==> src/design/sam_map.svh <==
// register offsets, field positions, reset values and timing figures of the alarm manager
`ifndef SAM_MAP_SVH
`define SAM_MAP_SVH
`define SAM_REG_CTRL   5'h00
`define SAM_REG_THR    5'h04
`define SAM_REG_STAT   5'h08
`define SAM_REG_IRQ    5'h0c
`define SAM_REG_MASK   5'h10
`define SAM_CTRL_TQSEL 0
`define SAM_CTRL_NETEN 1
`define SAM_NETEN_RST  1'b1
`define SAM_TQSEL_RST  1'b0
`define SAM_THR_RST    16'h012c
`define SAM_THR_MIN    16'h0001
`define SAM_THR_MAX    16'h7530
`define SAM_IRQ_RAISE  0
`define SAM_IRQ_CLEAR  1
`define SAM_ST_ACT     8
`define SAM_ST_ENER    9
`define SAM_ST_STEADY  10
`define SAM_ST_BLK     12
`define SAM_RESP_OK    2'b00
`define SAM_RESP_ERR   2'b10
`define SAM_C_CPU      8'hf0
`define SAM_C_NETMOD   8'h82
`define SAM_C_WRAP     8'h72
`define SAM_C_GEAR     8'h71
`define SAM_C_TQ       8'h68
`define SAM_C_NET      8'h81
`define SAM_C_OPDATA   8'h70
`define SAM_C_MECH     8'h6d
`define SAM_C_HOMEOFS  8'h6a
`define SAM_C_DEV      8'h10
`define SAM_C_OVL      8'h30
`define SAM_BLK_ONE    4'h1
`define SAM_BLK_SEVEN  4'h7
`define SAM_LD_100     9'h064
`define SAM_LD_125     9'h07d
`define SAM_LD_150     9'h096
`define SAM_LD_250     9'h0fa
`define SAM_LD_300     9'h12c
`define SAM_LD_375     9'h177
`define SAM_OVL_125_MS 14'h2710
`define SAM_OVL_150_MS 14'h0fa0
`define SAM_OVL_250_MS 14'h03e8
`define SAM_OVL_300_MS 14'h01f4
`define SAM_OVL_375_MS 14'h012c
`define SAM_TICK_NS    1000000
`define SAM_CLK_NS     25
`define SAM_SLOTS      11
`endif

==> src/design/sam_pkg.sv <==
// types and per-alarm lookup tables of the alarm manager
`include "sam_map.svh"
package sam_pkg;
    typedef enum logic [1:0] {SAM_OK = 2'b01, SAM_ALM = 2'b10} sam_mode_t;

    // slot order is detection priority; slots 0..3 clear only by power cycle
    typedef enum logic [3:0] {
        SL_CPU = 4'h0, SL_NETMOD = 4'h1, SL_WRAP = 4'h2, SL_GEAR = 4'h3,
        SL_TQ = 4'h4, SL_NET = 4'h5, SL_OPDATA = 4'h6, SL_MECH = 4'h7,
        SL_HOMEOFS = 4'h8, SL_DEV = 4'h9, SL_OVL = 4'ha
    } sam_slot_t;

    typedef struct packed {
        sam_mode_t   mode;
        sam_slot_t   slot;
        logic [4:0]  s1;
        logic [4:0]  s2;
        logic        started;
        logic        tqSel;
        logic        netEn;
        logic [15:0] thr;
        logic [1:0]  irqSt;
        logic [1:0]  irqMask;
        logic [15:0] div;
        logic [13:0] ovl;
        logic        awGot;
        logic [4:0]  awAddr;
        logic        wGot;
        logic [31:0] wData;
        logic [3:0]  wStrb;
        logic        awRdy;
        logic        wRdy;
        logic        bValid;
        logic [1:0]  bResp;
        logic        arRdy;
        logic        rValid;
        logic [31:0] rData;
        logic [1:0]  rResp;
        logic        faultFree;
        logic        moveOut;
        logic        readyOut;
        logic        stopOut;
        logic        motorEn;
        logic        ledSteady;
        logic [3:0]  ledBlk;
        logic [7:0]  code;
        logic        irq;
    } sam_state_t;

    function automatic logic [7:0] sam_code(input sam_slot_t s);
        unique case (s)
            SL_CPU:     sam_code = `SAM_C_CPU;
            SL_NETMOD:  sam_code = `SAM_C_NETMOD;
            SL_WRAP:    sam_code = `SAM_C_WRAP;
            SL_GEAR:    sam_code = `SAM_C_GEAR;
            SL_TQ:      sam_code = `SAM_C_TQ;
            SL_NET:     sam_code = `SAM_C_NET;
            SL_OPDATA:  sam_code = `SAM_C_OPDATA;
            SL_MECH:    sam_code = `SAM_C_MECH;
            SL_HOMEOFS: sam_code = `SAM_C_HOMEOFS;
            SL_DEV:     sam_code = `SAM_C_DEV;
            default:    sam_code = `SAM_C_OVL;
        endcase
    endfunction : sam_code

    function automatic logic sam_pwr_only(input sam_slot_t s);
        sam_pwr_only = (s <= SL_GEAR);
    endfunction : sam_pwr_only

    // motor stays energised for every slot but these
    function automatic logic sam_energ(input sam_slot_t s);
        sam_energ = !(s <= SL_TQ);
    endfunction : sam_energ

    function automatic logic [13:0] sam_ovl_limit(input logic [8:0] ld);
        if (ld >= `SAM_LD_375)      sam_ovl_limit = `SAM_OVL_375_MS;
        else if (ld >= `SAM_LD_300) sam_ovl_limit = `SAM_OVL_300_MS;
        else if (ld >= `SAM_LD_250) sam_ovl_limit = `SAM_OVL_250_MS;
        else if (ld >= `SAM_LD_150) sam_ovl_limit = `SAM_OVL_150_MS;
        else if (ld >= `SAM_LD_125) sam_ovl_limit = `SAM_OVL_125_MS;
        else                        sam_ovl_limit = '0;
    endfunction : sam_ovl_limit
endpackage : sam_pkg

==> src/design/sam_alarm_manager.sv <==
// alarm detection, latching and clearing with an AXI4-Lite register file
//
// Implementation choices: the AXI4-Lite register port and the register offsets.
`timescale 1ns/1ps
`include "sam_map.svh"

module sam_alarm_manager
    import sam_pkg::*;
#(
    parameter int MS_CYCLES = `SAM_TICK_NS / `SAM_CLK_NS
) (
    input  wire logic        mclk,
    input  wire logic        rst,
    input  wire logic        torque_off_in_a,
    input  wire logic        torque_off_in_b,
    input  wire logic        forward_limit_in,
    input  wire logic        reverse_limit_in,
    input  wire logic        fault_clear_in,
    input  wire logic        homeOffsetMove,
    input  wire logic        homeSet,
    input  wire logic        atMechLimit,
    input  wire logic        sdStart,
    input  wire logic        sdSpeedZero,
    input  wire logic        wrapCmd,
    input  wire logic        wrapEnabled,
    input  wire logic        speedOverLimit,
    input  wire logic        gearRangeBad,
    input  wire logic        wrapRangeBad,
    input  wire logic        netLost,
    input  wire logic        operating,
    input  wire logic        netModuleErr,
    input  wire logic        cpuFault,
    input  wire logic [15:0] posDeviation,
    input  wire logic [8:0]  loadPct,
    input  wire logic        motionReq,
    output logic             fault_free_out,
    output logic             moveOut,
    output logic             readyOut,
    output logic             stopOut,
    output logic             motorEnOut,
    output logic             ledSteady,
    output logic [3:0]       ledBlinks,
    output logic [7:0]       alarmCode,
    output logic             irq,
    input  wire logic        s_axi_awvalid,
    output logic             s_axi_awready,
    input  wire logic [4:0]  s_axi_awaddr,
    input  wire logic        s_axi_wvalid,
    output logic             s_axi_wready,
    input  wire logic [31:0] s_axi_wdata,
    input  wire logic [3:0]  s_axi_wstrb,
    output logic             s_axi_bvalid,
    input  wire logic        s_axi_bready,
    output logic [1:0]       s_axi_bresp,
    input  wire logic        s_axi_arvalid,
    output logic             s_axi_arready,
    input  wire logic [4:0]  s_axi_araddr,
    output logic             s_axi_rvalid,
    input  wire logic        s_axi_rready,
    output logic [31:0]      s_axi_rdata,
    output logic [1:0]       s_axi_rresp
);
    localparam sam_state_t RST_VAL = '{
        mode: SAM_OK, slot: SL_CPU, thr: `SAM_THR_RST,
        tqSel: `SAM_TQSEL_RST, netEn: `SAM_NETEN_RST,
        awRdy: 1'b1, wRdy: 1'b1, arRdy: 1'b1,
        faultFree: 1'b1, readyOut: 1'b1, motorEn: 1'b1,
        default: '0
    };

    sam_state_t                 s_r;
    sam_state_t                 s_nxt;
    logic [`SAM_SLOTS-1:0]      det;
    logic                       anyDet;
    sam_slot_t                  newSlot;
    logic [13:0]                ovlLim;
    logic                       tick;
    logic                       act;
    logic                       clrReq;
    logic                       clrOk;

    // synchronised pins: s2 bits are torque a, torque b, fwd, rev, clear
    assign act    = (s_r.mode == SAM_ALM);
    assign clrReq = s_r.s2[4];
    assign ovlLim = sam_ovl_limit(loadPct);
    assign tick   = (s_r.div == 16'(MS_CYCLES - 1));

    always_comb begin
        det             = '0;
        det[SL_CPU]     = cpuFault;
        det[SL_NETMOD]  = netModuleErr;
        det[SL_WRAP]    = !s_r.started && wrapRangeBad;
        det[SL_GEAR]    = gearRangeBad;
        det[SL_TQ]      = s_r.tqSel && !(s_r.s2[0] && s_r.s2[1]);
        det[SL_NET]     = s_r.netEn && netLost && operating;
        det[SL_OPDATA]  = (sdStart && sdSpeedZero) || (wrapCmd && !wrapEnabled)
                          || speedOverLimit;
        det[SL_MECH]    = homeSet && atMechLimit;
        det[SL_HOMEOFS] = homeOffsetMove && (s_r.s2[2] || s_r.s2[3]);
        det[SL_DEV]     = posDeviation > s_r.thr;
        det[SL_OVL]     = (ovlLim != '0) && (s_r.ovl >= ovlLim);
    end

    // lowest slot wins when several causes appear together
    always_comb begin
        newSlot = SL_OVL;
        for (int i = `SAM_SLOTS - 1; i >= 0; i--) begin
            if (det[i]) begin
                newSlot = sam_slot_t'(4'(i));
            end
        end
    end
    assign anyDet = |det;
    // a cleared cause is checked against the latched slot only
    assign clrOk  = act && clrReq && !sam_pwr_only(s_r.slot) && !det[s_r.slot];

    function automatic logic [31:0] rd_word(input sam_state_t s, input logic [4:0] a);
        rd_word = '0;
        unique case (a)
            `SAM_REG_CTRL: begin
                rd_word[`SAM_CTRL_TQSEL] = s.tqSel;
                rd_word[`SAM_CTRL_NETEN] = s.netEn;
            end
            `SAM_REG_THR: rd_word[15:0] = s.thr;
            `SAM_REG_STAT: begin
                rd_word[7:0]                    = s.code;
                rd_word[`SAM_ST_ACT]            = (s.mode == SAM_ALM);
                rd_word[`SAM_ST_ENER]           = s.motorEn;
                rd_word[`SAM_ST_STEADY]         = s.ledSteady;
                rd_word[`SAM_ST_BLK +: 4]       = s.ledBlk;
            end
            `SAM_REG_IRQ:  rd_word[1:0] = s.irqSt;
            `SAM_REG_MASK: rd_word[1:0] = s.irqMask;
            default: rd_word = '0;
        endcase
    endfunction : rd_word

    function automatic logic mapped(input logic [4:0] a);
        mapped = (a == `SAM_REG_CTRL) || (a == `SAM_REG_THR) || (a == `SAM_REG_STAT)
                 || (a == `SAM_REG_IRQ) || (a == `SAM_REG_MASK);
    endfunction : mapped

    always_comb begin
        logic [1:0]  irqSet;
        logic [1:0]  irqW1c;
        logic [15:0] thrNew;
        logic        nAct;
        irqSet = '0;
        irqW1c = '0;
        thrNew = s_r.thr;
        nAct   = 1'b0;
        s_nxt  = s_r;
        s_nxt.s1 = {fault_clear_in, reverse_limit_in, forward_limit_in,
                    torque_off_in_b, torque_off_in_a};
        s_nxt.s2 = s_r.s1;
        s_nxt.started = 1'b1;
        // ms tick from the clock; overload time accumulates per tick
        s_nxt.div = tick ? '0 : s_r.div + 16'h0001;
        if (ovlLim == '0) begin
            s_nxt.ovl = '0;
        end else if (tick && s_r.ovl < ovlLim) begin
            s_nxt.ovl = s_r.ovl + 14'h0001;
        end

        unique case (s_r.mode)
            SAM_OK: begin
                if (anyDet) begin
                    s_nxt.mode = SAM_ALM;
                    s_nxt.slot = newSlot;
                    irqSet[`SAM_IRQ_RAISE] = 1'b1;
                end
            end
            SAM_ALM: begin
                // a power-cycle alarm takes over a clearable one; a processor fault takes over any other alarm
                if (anyDet && ((sam_pwr_only(newSlot) && !sam_pwr_only(s_r.slot))
                               || (newSlot == SL_CPU && s_r.slot != SL_CPU))) begin
                    s_nxt.slot = newSlot;
                    irqSet[`SAM_IRQ_RAISE] = 1'b1;
                end else if (clrOk) begin
                    s_nxt.mode = SAM_OK;
                    irqSet[`SAM_IRQ_CLEAR] = 1'b1;
                end
            end
        endcase

        nAct              = (s_nxt.mode == SAM_ALM);
        s_nxt.faultFree   = !nAct;
        s_nxt.moveOut     = motionReq && !nAct;
        s_nxt.stopOut     = nAct;
        s_nxt.readyOut    = !nAct;
        s_nxt.motorEn     = !nAct || sam_energ(s_nxt.slot);
        s_nxt.ledSteady   = nAct && (s_nxt.slot == SL_CPU);
        s_nxt.ledBlk      = !nAct ? 4'h0 :
                            (s_nxt.slot == SL_CPU) ? 4'h0 :
                            (s_nxt.slot == SL_TQ) ? `SAM_BLK_ONE : `SAM_BLK_SEVEN;
        s_nxt.code        = nAct ? sam_code(s_nxt.slot) : 8'h00;

        // write channel: address and data taken in either order
        if (s_axi_awvalid && s_r.awRdy) begin
            s_nxt.awGot  = 1'b1;
            s_nxt.awAddr = s_axi_awaddr;
        end
        if (s_axi_wvalid && s_r.wRdy) begin
            s_nxt.wGot  = 1'b1;
            s_nxt.wData = s_axi_wdata;
            s_nxt.wStrb = s_axi_wstrb;
        end
        if (s_r.awGot && s_r.wGot && !s_r.bValid) begin
            s_nxt.awGot  = 1'b0;
            s_nxt.wGot   = 1'b0;
            s_nxt.bValid = 1'b1;
            s_nxt.bResp  = mapped(s_r.awAddr) ? `SAM_RESP_OK : `SAM_RESP_ERR;
            unique case (s_r.awAddr)
                `SAM_REG_CTRL: begin
                    if (s_r.wStrb[0]) begin
                        s_nxt.tqSel = s_r.wData[`SAM_CTRL_TQSEL];
                        s_nxt.netEn = s_r.wData[`SAM_CTRL_NETEN];
                    end
                end
                `SAM_REG_THR: begin
                    if (s_r.wStrb[0]) thrNew[7:0]  = s_r.wData[7:0];
                    if (s_r.wStrb[1]) thrNew[15:8] = s_r.wData[15:8];
                    // out-of-range thresholds are dropped, old value kept
                    if (thrNew >= `SAM_THR_MIN && thrNew <= `SAM_THR_MAX) begin
                        s_nxt.thr = thrNew;
                    end
                end
                `SAM_REG_IRQ:  if (s_r.wStrb[0]) irqW1c = s_r.wData[1:0];
                `SAM_REG_MASK: if (s_r.wStrb[0]) s_nxt.irqMask = s_r.wData[1:0];
                default: ;
            endcase
        end
        if (s_r.bValid && s_axi_bready) begin
            s_nxt.bValid = 1'b0;
        end
        s_nxt.awRdy = !s_nxt.awGot && !s_nxt.bValid;
        s_nxt.wRdy  = !s_nxt.wGot && !s_nxt.bValid;

        // read channel: one outstanding read
        if (s_axi_arvalid && s_r.arRdy) begin
            s_nxt.arRdy  = 1'b0;
            s_nxt.rValid = 1'b1;
            s_nxt.rData  = rd_word(s_r, s_axi_araddr);
            s_nxt.rResp  = mapped(s_axi_araddr) ? `SAM_RESP_OK : `SAM_RESP_ERR;
        end else if (s_r.rValid && s_axi_rready) begin
            s_nxt.rValid = 1'b0;
            s_nxt.arRdy  = 1'b1;
        end

        // a new event wins over a same-cycle write-one-to-clear
        s_nxt.irqSt = (s_r.irqSt & ~irqW1c) | irqSet;
        s_nxt.irq   = |(s_nxt.irqSt & s_nxt.irqMask);
    end

    always_ff @(posedge mclk or posedge rst) begin
        if (rst) begin
            s_r <= RST_VAL;
        end else begin
            s_r <= s_nxt;
        end
    end

    assign fault_free_out = s_r.faultFree;
    assign moveOut        = s_r.moveOut;
    assign readyOut       = s_r.readyOut;
    assign stopOut        = s_r.stopOut;
    assign motorEnOut     = s_r.motorEn;
    assign ledSteady      = s_r.ledSteady;
    assign ledBlinks      = s_r.ledBlk;
    assign alarmCode      = s_r.code;
    assign irq            = s_r.irq;
    assign s_axi_awready  = s_r.awRdy;
    assign s_axi_wready   = s_r.wRdy;
    assign s_axi_bvalid   = s_r.bValid;
    assign s_axi_bresp    = s_r.bResp;
    assign s_axi_arready  = s_r.arRdy;
    assign s_axi_rvalid   = s_r.rValid;
    assign s_axi_rdata    = s_r.rData;
    assign s_axi_rresp    = s_r.rResp;
endmodule : sam_alarm_manager

==> config.mk <==
export PLATFORM = sky130hd
export DESIGN_NAME = sam_alarm_manager
export DESIGN_NICKNAME = d
export VERILOG_FILES = /design/src/design/sam_pkg.sv /design/src/design/sam_alarm_manager.sv
export VERILOG_INCLUDE_DIRS = /design/src /design/src/design
export SDC_FILE = /design/constraint.sdc
export NUM_CORES = 1
export LEC_CHECK = 0
export ABC_AREA = 1
export BUFFER_PORTS_ARGS = -buffer_cell sky130_fd_sc_hd__buf_4
export CORE_AREA = 4 4 141 143
export DETAILED_ROUTE_END_ITERATION = 10
export DIE_AREA = 0 0 145 147
export PLACE_DENSITY = 0.61
export REMOVE_ABC_BUFFERS = 1
export SLEW_MARGIN = 40
export SYNTH_ARGS = -nofsm -noshare
export SYNTH_HDL_FRONTEND = slang
export SYNTH_SLANG_ARGS = --single-unit
==> constraint.sdc <==
create_clock -name mclk -period 5.4 [get_ports mclk]
set_input_delay 0.81 -clock mclk [delete_from_list [all_inputs] [get_ports mclk]]
set_output_delay 0.81 -clock mclk [all_outputs]
set_load 0.1 [all_outputs]
# Yosys cells after proc, flatten, opt, wreduce, memory -nomap -nowiden
# Memory sizes are Yosys's and may differ from the RTL's.
# Cells that the tools add are included.
# Widths: inputs -> output; s select.
totals:
  ff_bits: 154
  latchBits: 0
  ram_bits: 0
  rom_bits: 128
  in_bits: 98
  out_inout_bits: 60
  elab_cells: 194
  memories: 1
mem_list:
  columns: ["name", "depth", "word_bits", "read_ports", "rd_ports_with_merged_regs", "wr", "line", "rtl"]
  rows:
  - ["(name not given)", 16, 8, 1, 0, 0, "sam_pkg.sv:51", "unique case (s)"]
op_classes:
  add_sub_neg: 2
  multipliers: 0
  div_mod_pow: 0
  magnitude_cmp: 14
  eq_ne: 13
  shift: 0
  n_mux: 61
  bitwise_logic: 4
  reduce_logical: 66
ops:
  columns: ["cell", "count"]
  rows:
  - ["$mux 14", 7]
  - ["$mux 8", 7]
  - ["$mux 4", 10]
  - ["$mux 37", 1]
  - ["$logic_and 1x1->1", 29]
  - ["$mux 2", 13]
  - ["$eq 5x4->1 const B", 4]
  - ["$ge 9x8->1 const B", 2]
  - ["$ge 9x9->1 const B", 2]
  - ["$pmux 9 s2", 1]
  - ["$add 16x1->16 const B", 1]
  - ["$eq 16x16->1 const B", 1]
  - ["$ge 16x1->1 const B", 1]
  - ["$gt 16x16->1", 1]
  - ["$le 16x15->1 const B", 1]
  - ["$mux 16", 1]
  - ["$add 14x1->14 const B", 1]
  - ["$ge 14x14->1", 1]
  - ["$logic_not 14->1", 1]
  - ["$lt 14x14->1", 1]
  - ["$reduce_bool 14->1", 1]
  - ["$logic_or 1x1->1", 13]
  - ["$mux 3", 4]
  - ["$mux 6", 2]
  - ["other kinds (26)", 54]

# Longest topological paths before layout
depth:
  depth_word: 21
  depth_mapped: 29
  depth_no_buf: 29

# Least setup slack after synthesis
# No wires, ideal clock.
synth_path:
  path_type: "input port to flip-flop"
  startpoint: "input loadPct[7]"
  endpoint: "register s_r (netlist bit alarmCode[1])"
  t_arrival_ps: 3581
  t_required_ps: 5323
  path_slack_ps: 1741
  cell_stages: 21
  path_buffers: 1
  cell_sequence: "nor2_1 > inv_1 > a21oi_1 > clkbuf_1 > nor2_1 > inv_1 > ha_1 > nand2_1 > inv_2 > a211oi_2 > nand4_1 > nand2_1 > nand4_1 > o2111ai_1 > nand2_1 > inv_1 > ha_1 > inv_1 > o21ai_1 > nand2_1 > a21oi_1"
synth_lines:
  columns: ["element", "line", "rtl"]
  rows:
  - ["start: declaration", "sam_alarm_manager.sv:34", "input wire logic [8:0] loadPct,"]
  - ["end signal: assignment", "sam_alarm_manager.sv:259", "s_r <= s_nxt;"]
  - ["end: declaration", "sam_alarm_manager.sv:71", "sam_state_t s_r;"]

==> results_dict.tcl <==
set metrics [dict create \
    outcome "finished clean" \
    finClkSkew_ns 0.00810 \
    r2r_cells 21 \
    gr-usage-all-layers_pct 16.7 \
    vias 5981 \
    cts_resized 0 \
    timing.final.crit_share_pct 72.7 \
    yosys_most_used_dff "dfrtp_1" \
    ios 158 \
    crit_arrival_ns 4.27 \
    root_buffer "clkbuf_16" \
    layout.nets 1152 \
    r2r_start "s_r[145]$_DFFE_PP1P_" \
    gp_congestion 0.838 \
    cp.required_ns 5.75 \
    wire_per_inst_um 13.6 \
    synth.top_cells.by_count "231 x nand2_1, 122 x dfrtp_1, 115 x inv_1, 86 x nor2_1, 49 x buf_4" \
    cts_tree "built" \
    rr_endpoint "alarmCode[1]$_DFF_PP0_" \
    hpwl_um 13200 \
    clk_pin_slew_ns 0.06 \
    fp.dieArea_um2 21300 \
    drt_iter0_drc 278 \
    hold_start "s_nxt[157]$_DFF_PP0_" \
    grt_pass1_wl_um 28700 \
    dr.pass1.iters 5 \
    fin_cells 1266 \
    htree_levels 4 \
    grt_pass1_vias 5775 \
    grt_max_degree 101 \
    p_total_mw 4.70 \
    ys_warn_count 0 \
    start_util_pct 39.7 \
    fin_util_pct 47.7 \
    dp.cells 1234 \
    top_layer "met4" \
    critPathKind "in2reg" \
    async_flop_share_pct 100 \
    synth.area.top_cells "dfrtp_1 41%, nand2_1 12%, ha_1 5.9%" \
    setup_tns_ns 0 \
    finalMaxSlewViolations 0 \
    n_antenna_cell 0 \
    hold_violations 0 \
    powerDensity_nw_per_um2 529 \
    period_needed_ns 3.92 \
    rsz0062_at_grt "false" \
    hold_ws_ns 0.346 \
    fp.dieW_um 145 \
    synth_top_area_share_pct 41.4 \
    ys_types 48 \
    yosysMostFrequentCell "nand2_1" \
    cts.repair_timing.setup_buffer_count 0 \
    drive_gt1_share_pct 19.7 \
    grt_overflow 0 \
    syn_avg_cell_area_um2 7.99 \
    synth_edf_count 0 \
    power.static_leakage_nw 4.44 \
    holdPathEnd "s_r[157]$_DFF_PP0_" \
    viasPerCell 4.72 \
    critPathLaunchType "primary input" \
    finalSetupViolCount 0 \
    hold_depth 0 \
    max_freq_mhz 255 \
    synthToLayoutAreaGrowth_pct 20.3 \
    hold_class "reg2reg" \
    wl_um 17300 \
    slew_headroom_pct 54.4 \
    crit_path_end_kind "flip-flop" \
    clk_path_buf_depth 2 \
    clkSinkCount 133 \
    post-synth-top-area-cell "dfrtp_1" \
    critPathMaxFanout 10 \
    regToRegSetupSlack_ns 2.17 \
    die_y_um 147 \
    wl_met2_um 7830 \
    wirelength_met1_um 8100 \
    wl_met3_um 1140 \
    clock_latency_ns 0.43 \
    rows 50 \
    port_buffers 120 \
    tightest_slew_ns 0.684 \
    seq_area_frac_synth_pct 45.3 \
    ant_nets 0 \
    coreArea_um2 18600 \
    irDropWorstVdd_mv 0.270 \
    maxCapViolations 0 \
    syn-cell-area_um2 7370 \
    holdBufCountCts 0 \
    synth-seq-cells 133 \
    drc 0 \
    numCtsBuffers 17 \
    antenna_found_initial 0 \
    postSynthCellCount 923 \
]
[layout by cell type, fill, tap and decap left out, drive strengths merged, types with 3 or more instances in the layout]
cell type	count
nor3	19
buf	124
nand2	234
o31ai	6
nor2	92
inv	125
dfstp	11
o211ai	3
xor2	5
a21oi	40
clkbuf	20
ha	35
or2	6
nor4	7
bufinv	3
a31oi	14
clkinv	10
o21ai	70
dfrtp	122
a221oi	4
nand4	10
nand3	33
conb	20
[worst max-delay path by stage]
| stage | start | slack (ns) | to | cells past startpoint |
|---|---|---|---|---|
| floorplan | rst | 1.05 | alarmCode[0]$_DFF_PP0_ | 1 |
| global placement | loadPct[7] | 1.08 | alarmCode[1]$_DFF_PP0_ | 21 |
| detailed placement | loadPct[7] | 1.04 | alarmCode[1]$_DFF_PP0_ | 21 |
| CTS | loadPct[7] | 1.45 | alarmCode[1]$_DFF_PP0_ | 21 |
| global route | loadPct[7] | 1.08 | alarmCode[1]$_DFF_PP0_ | 21 |
| finish | loadPct[7] | 1.48 | alarmCode[1]$_DFF_PP0_ | 21 |
[registers in the layout, summed over array words and instances, names as in the netlist]
register and cells:
readyOut 1, s_axi_awready 1, s_nxt 5, s_axi_rdata 16
s_axi_bresp 1, motorEnOut 1, s_axi_rresp 1, ledBlinks 2
s_axi_arready 1, s_axi_wready 1, alarmCode 8, s_axi_rvalid 1
s_r 88, irq 1, moveOut 1, clrReq 1
s_axi_bvalid 1, ledSteady 1, stopOut 1
[through the flow]
stage | setup slack (ns) | cell area (um2)
6_report | 1.48 | 8870
3_5_place_dp | 1.04 | 8250
3_3_place_gp | 1.08 | 8250
4_1_cts | 1.45 | 8870
2_1_floorplan | 1.05 | 7010
5_1_grt | 1.08 | 8870
[cell families (layout without fill, tap and decap cells)]
logic type | after synthesis | count (layout) | share of synthesized area, %
other | 2 | 20 | 0.102
buffers and inverters | 193 | 284 | 12.5
XOR/XNOR | 5 | 5 | 0.594
flip-flops | 133 | 133 | 45.3
AND/OR/NAND/NOR | 404 | 404 | 23.8
adder cells (fa/ha/maj) | 35 | 35 | 5.94
AO/OA/AOI/OAI | 151 | 151 | 11.8
[routing by layer]
metal | vias to the layer above | GRT usage, %
met2 | 146 | 26.3
met5 | - | 0
met1 | 2707 | 22.5
li1 | 3111 | -
met3 | 17 | 5.37
met4 | 0 | 4.28
[layout make-up]
| type | count | area, um2 |
|---|---|---|
| Clock inverter | 12 | 151 |
| Sequential cell | 133 | 3340 |
| Tap cell | 234 | 293 |
| Clock buffer | 20 | 467 |
| Multi-Input combinational cell | 615 | 3200 |
| Fill cell | 1828 | 9710 |
| Timing Repair Buffer | 124 | 931 |
| Inverter | 128 | 490 |
[where the power goes]
group	internal, mW	leakage [nW]	total, mW	switching, mW
Clock	0.762	0.302	1.21	0.447
Combinational	0.489	2.49	1.99	1.50
Sequential	1.29	1.65	1.50	0.206
Total	2.54	4.44	4.70	2.16
[worst max-delay path, stage by stage]
cell	delay (ns)
buf_4	0.12
nor2_1	0.13
inv_1	0.05
a21oi_1	0.45
inv_2	0.23
nand2_1	0.14
ha_1	0.25
a21oi_1	0.14
o21ai_0	0.10
nand2_1	0.12
nand4_1	0.12
nand2_1	0.13
nand4_1	0.18
o2111ai_1	0.23
nand2_1	0.15
inv_1	0.15
ha_1	0.24
inv_1	0.07
o21ai_1	0.23
nand2_1	0.11
a21oi_1	0.12
Power figures use the tool's default switching activity.
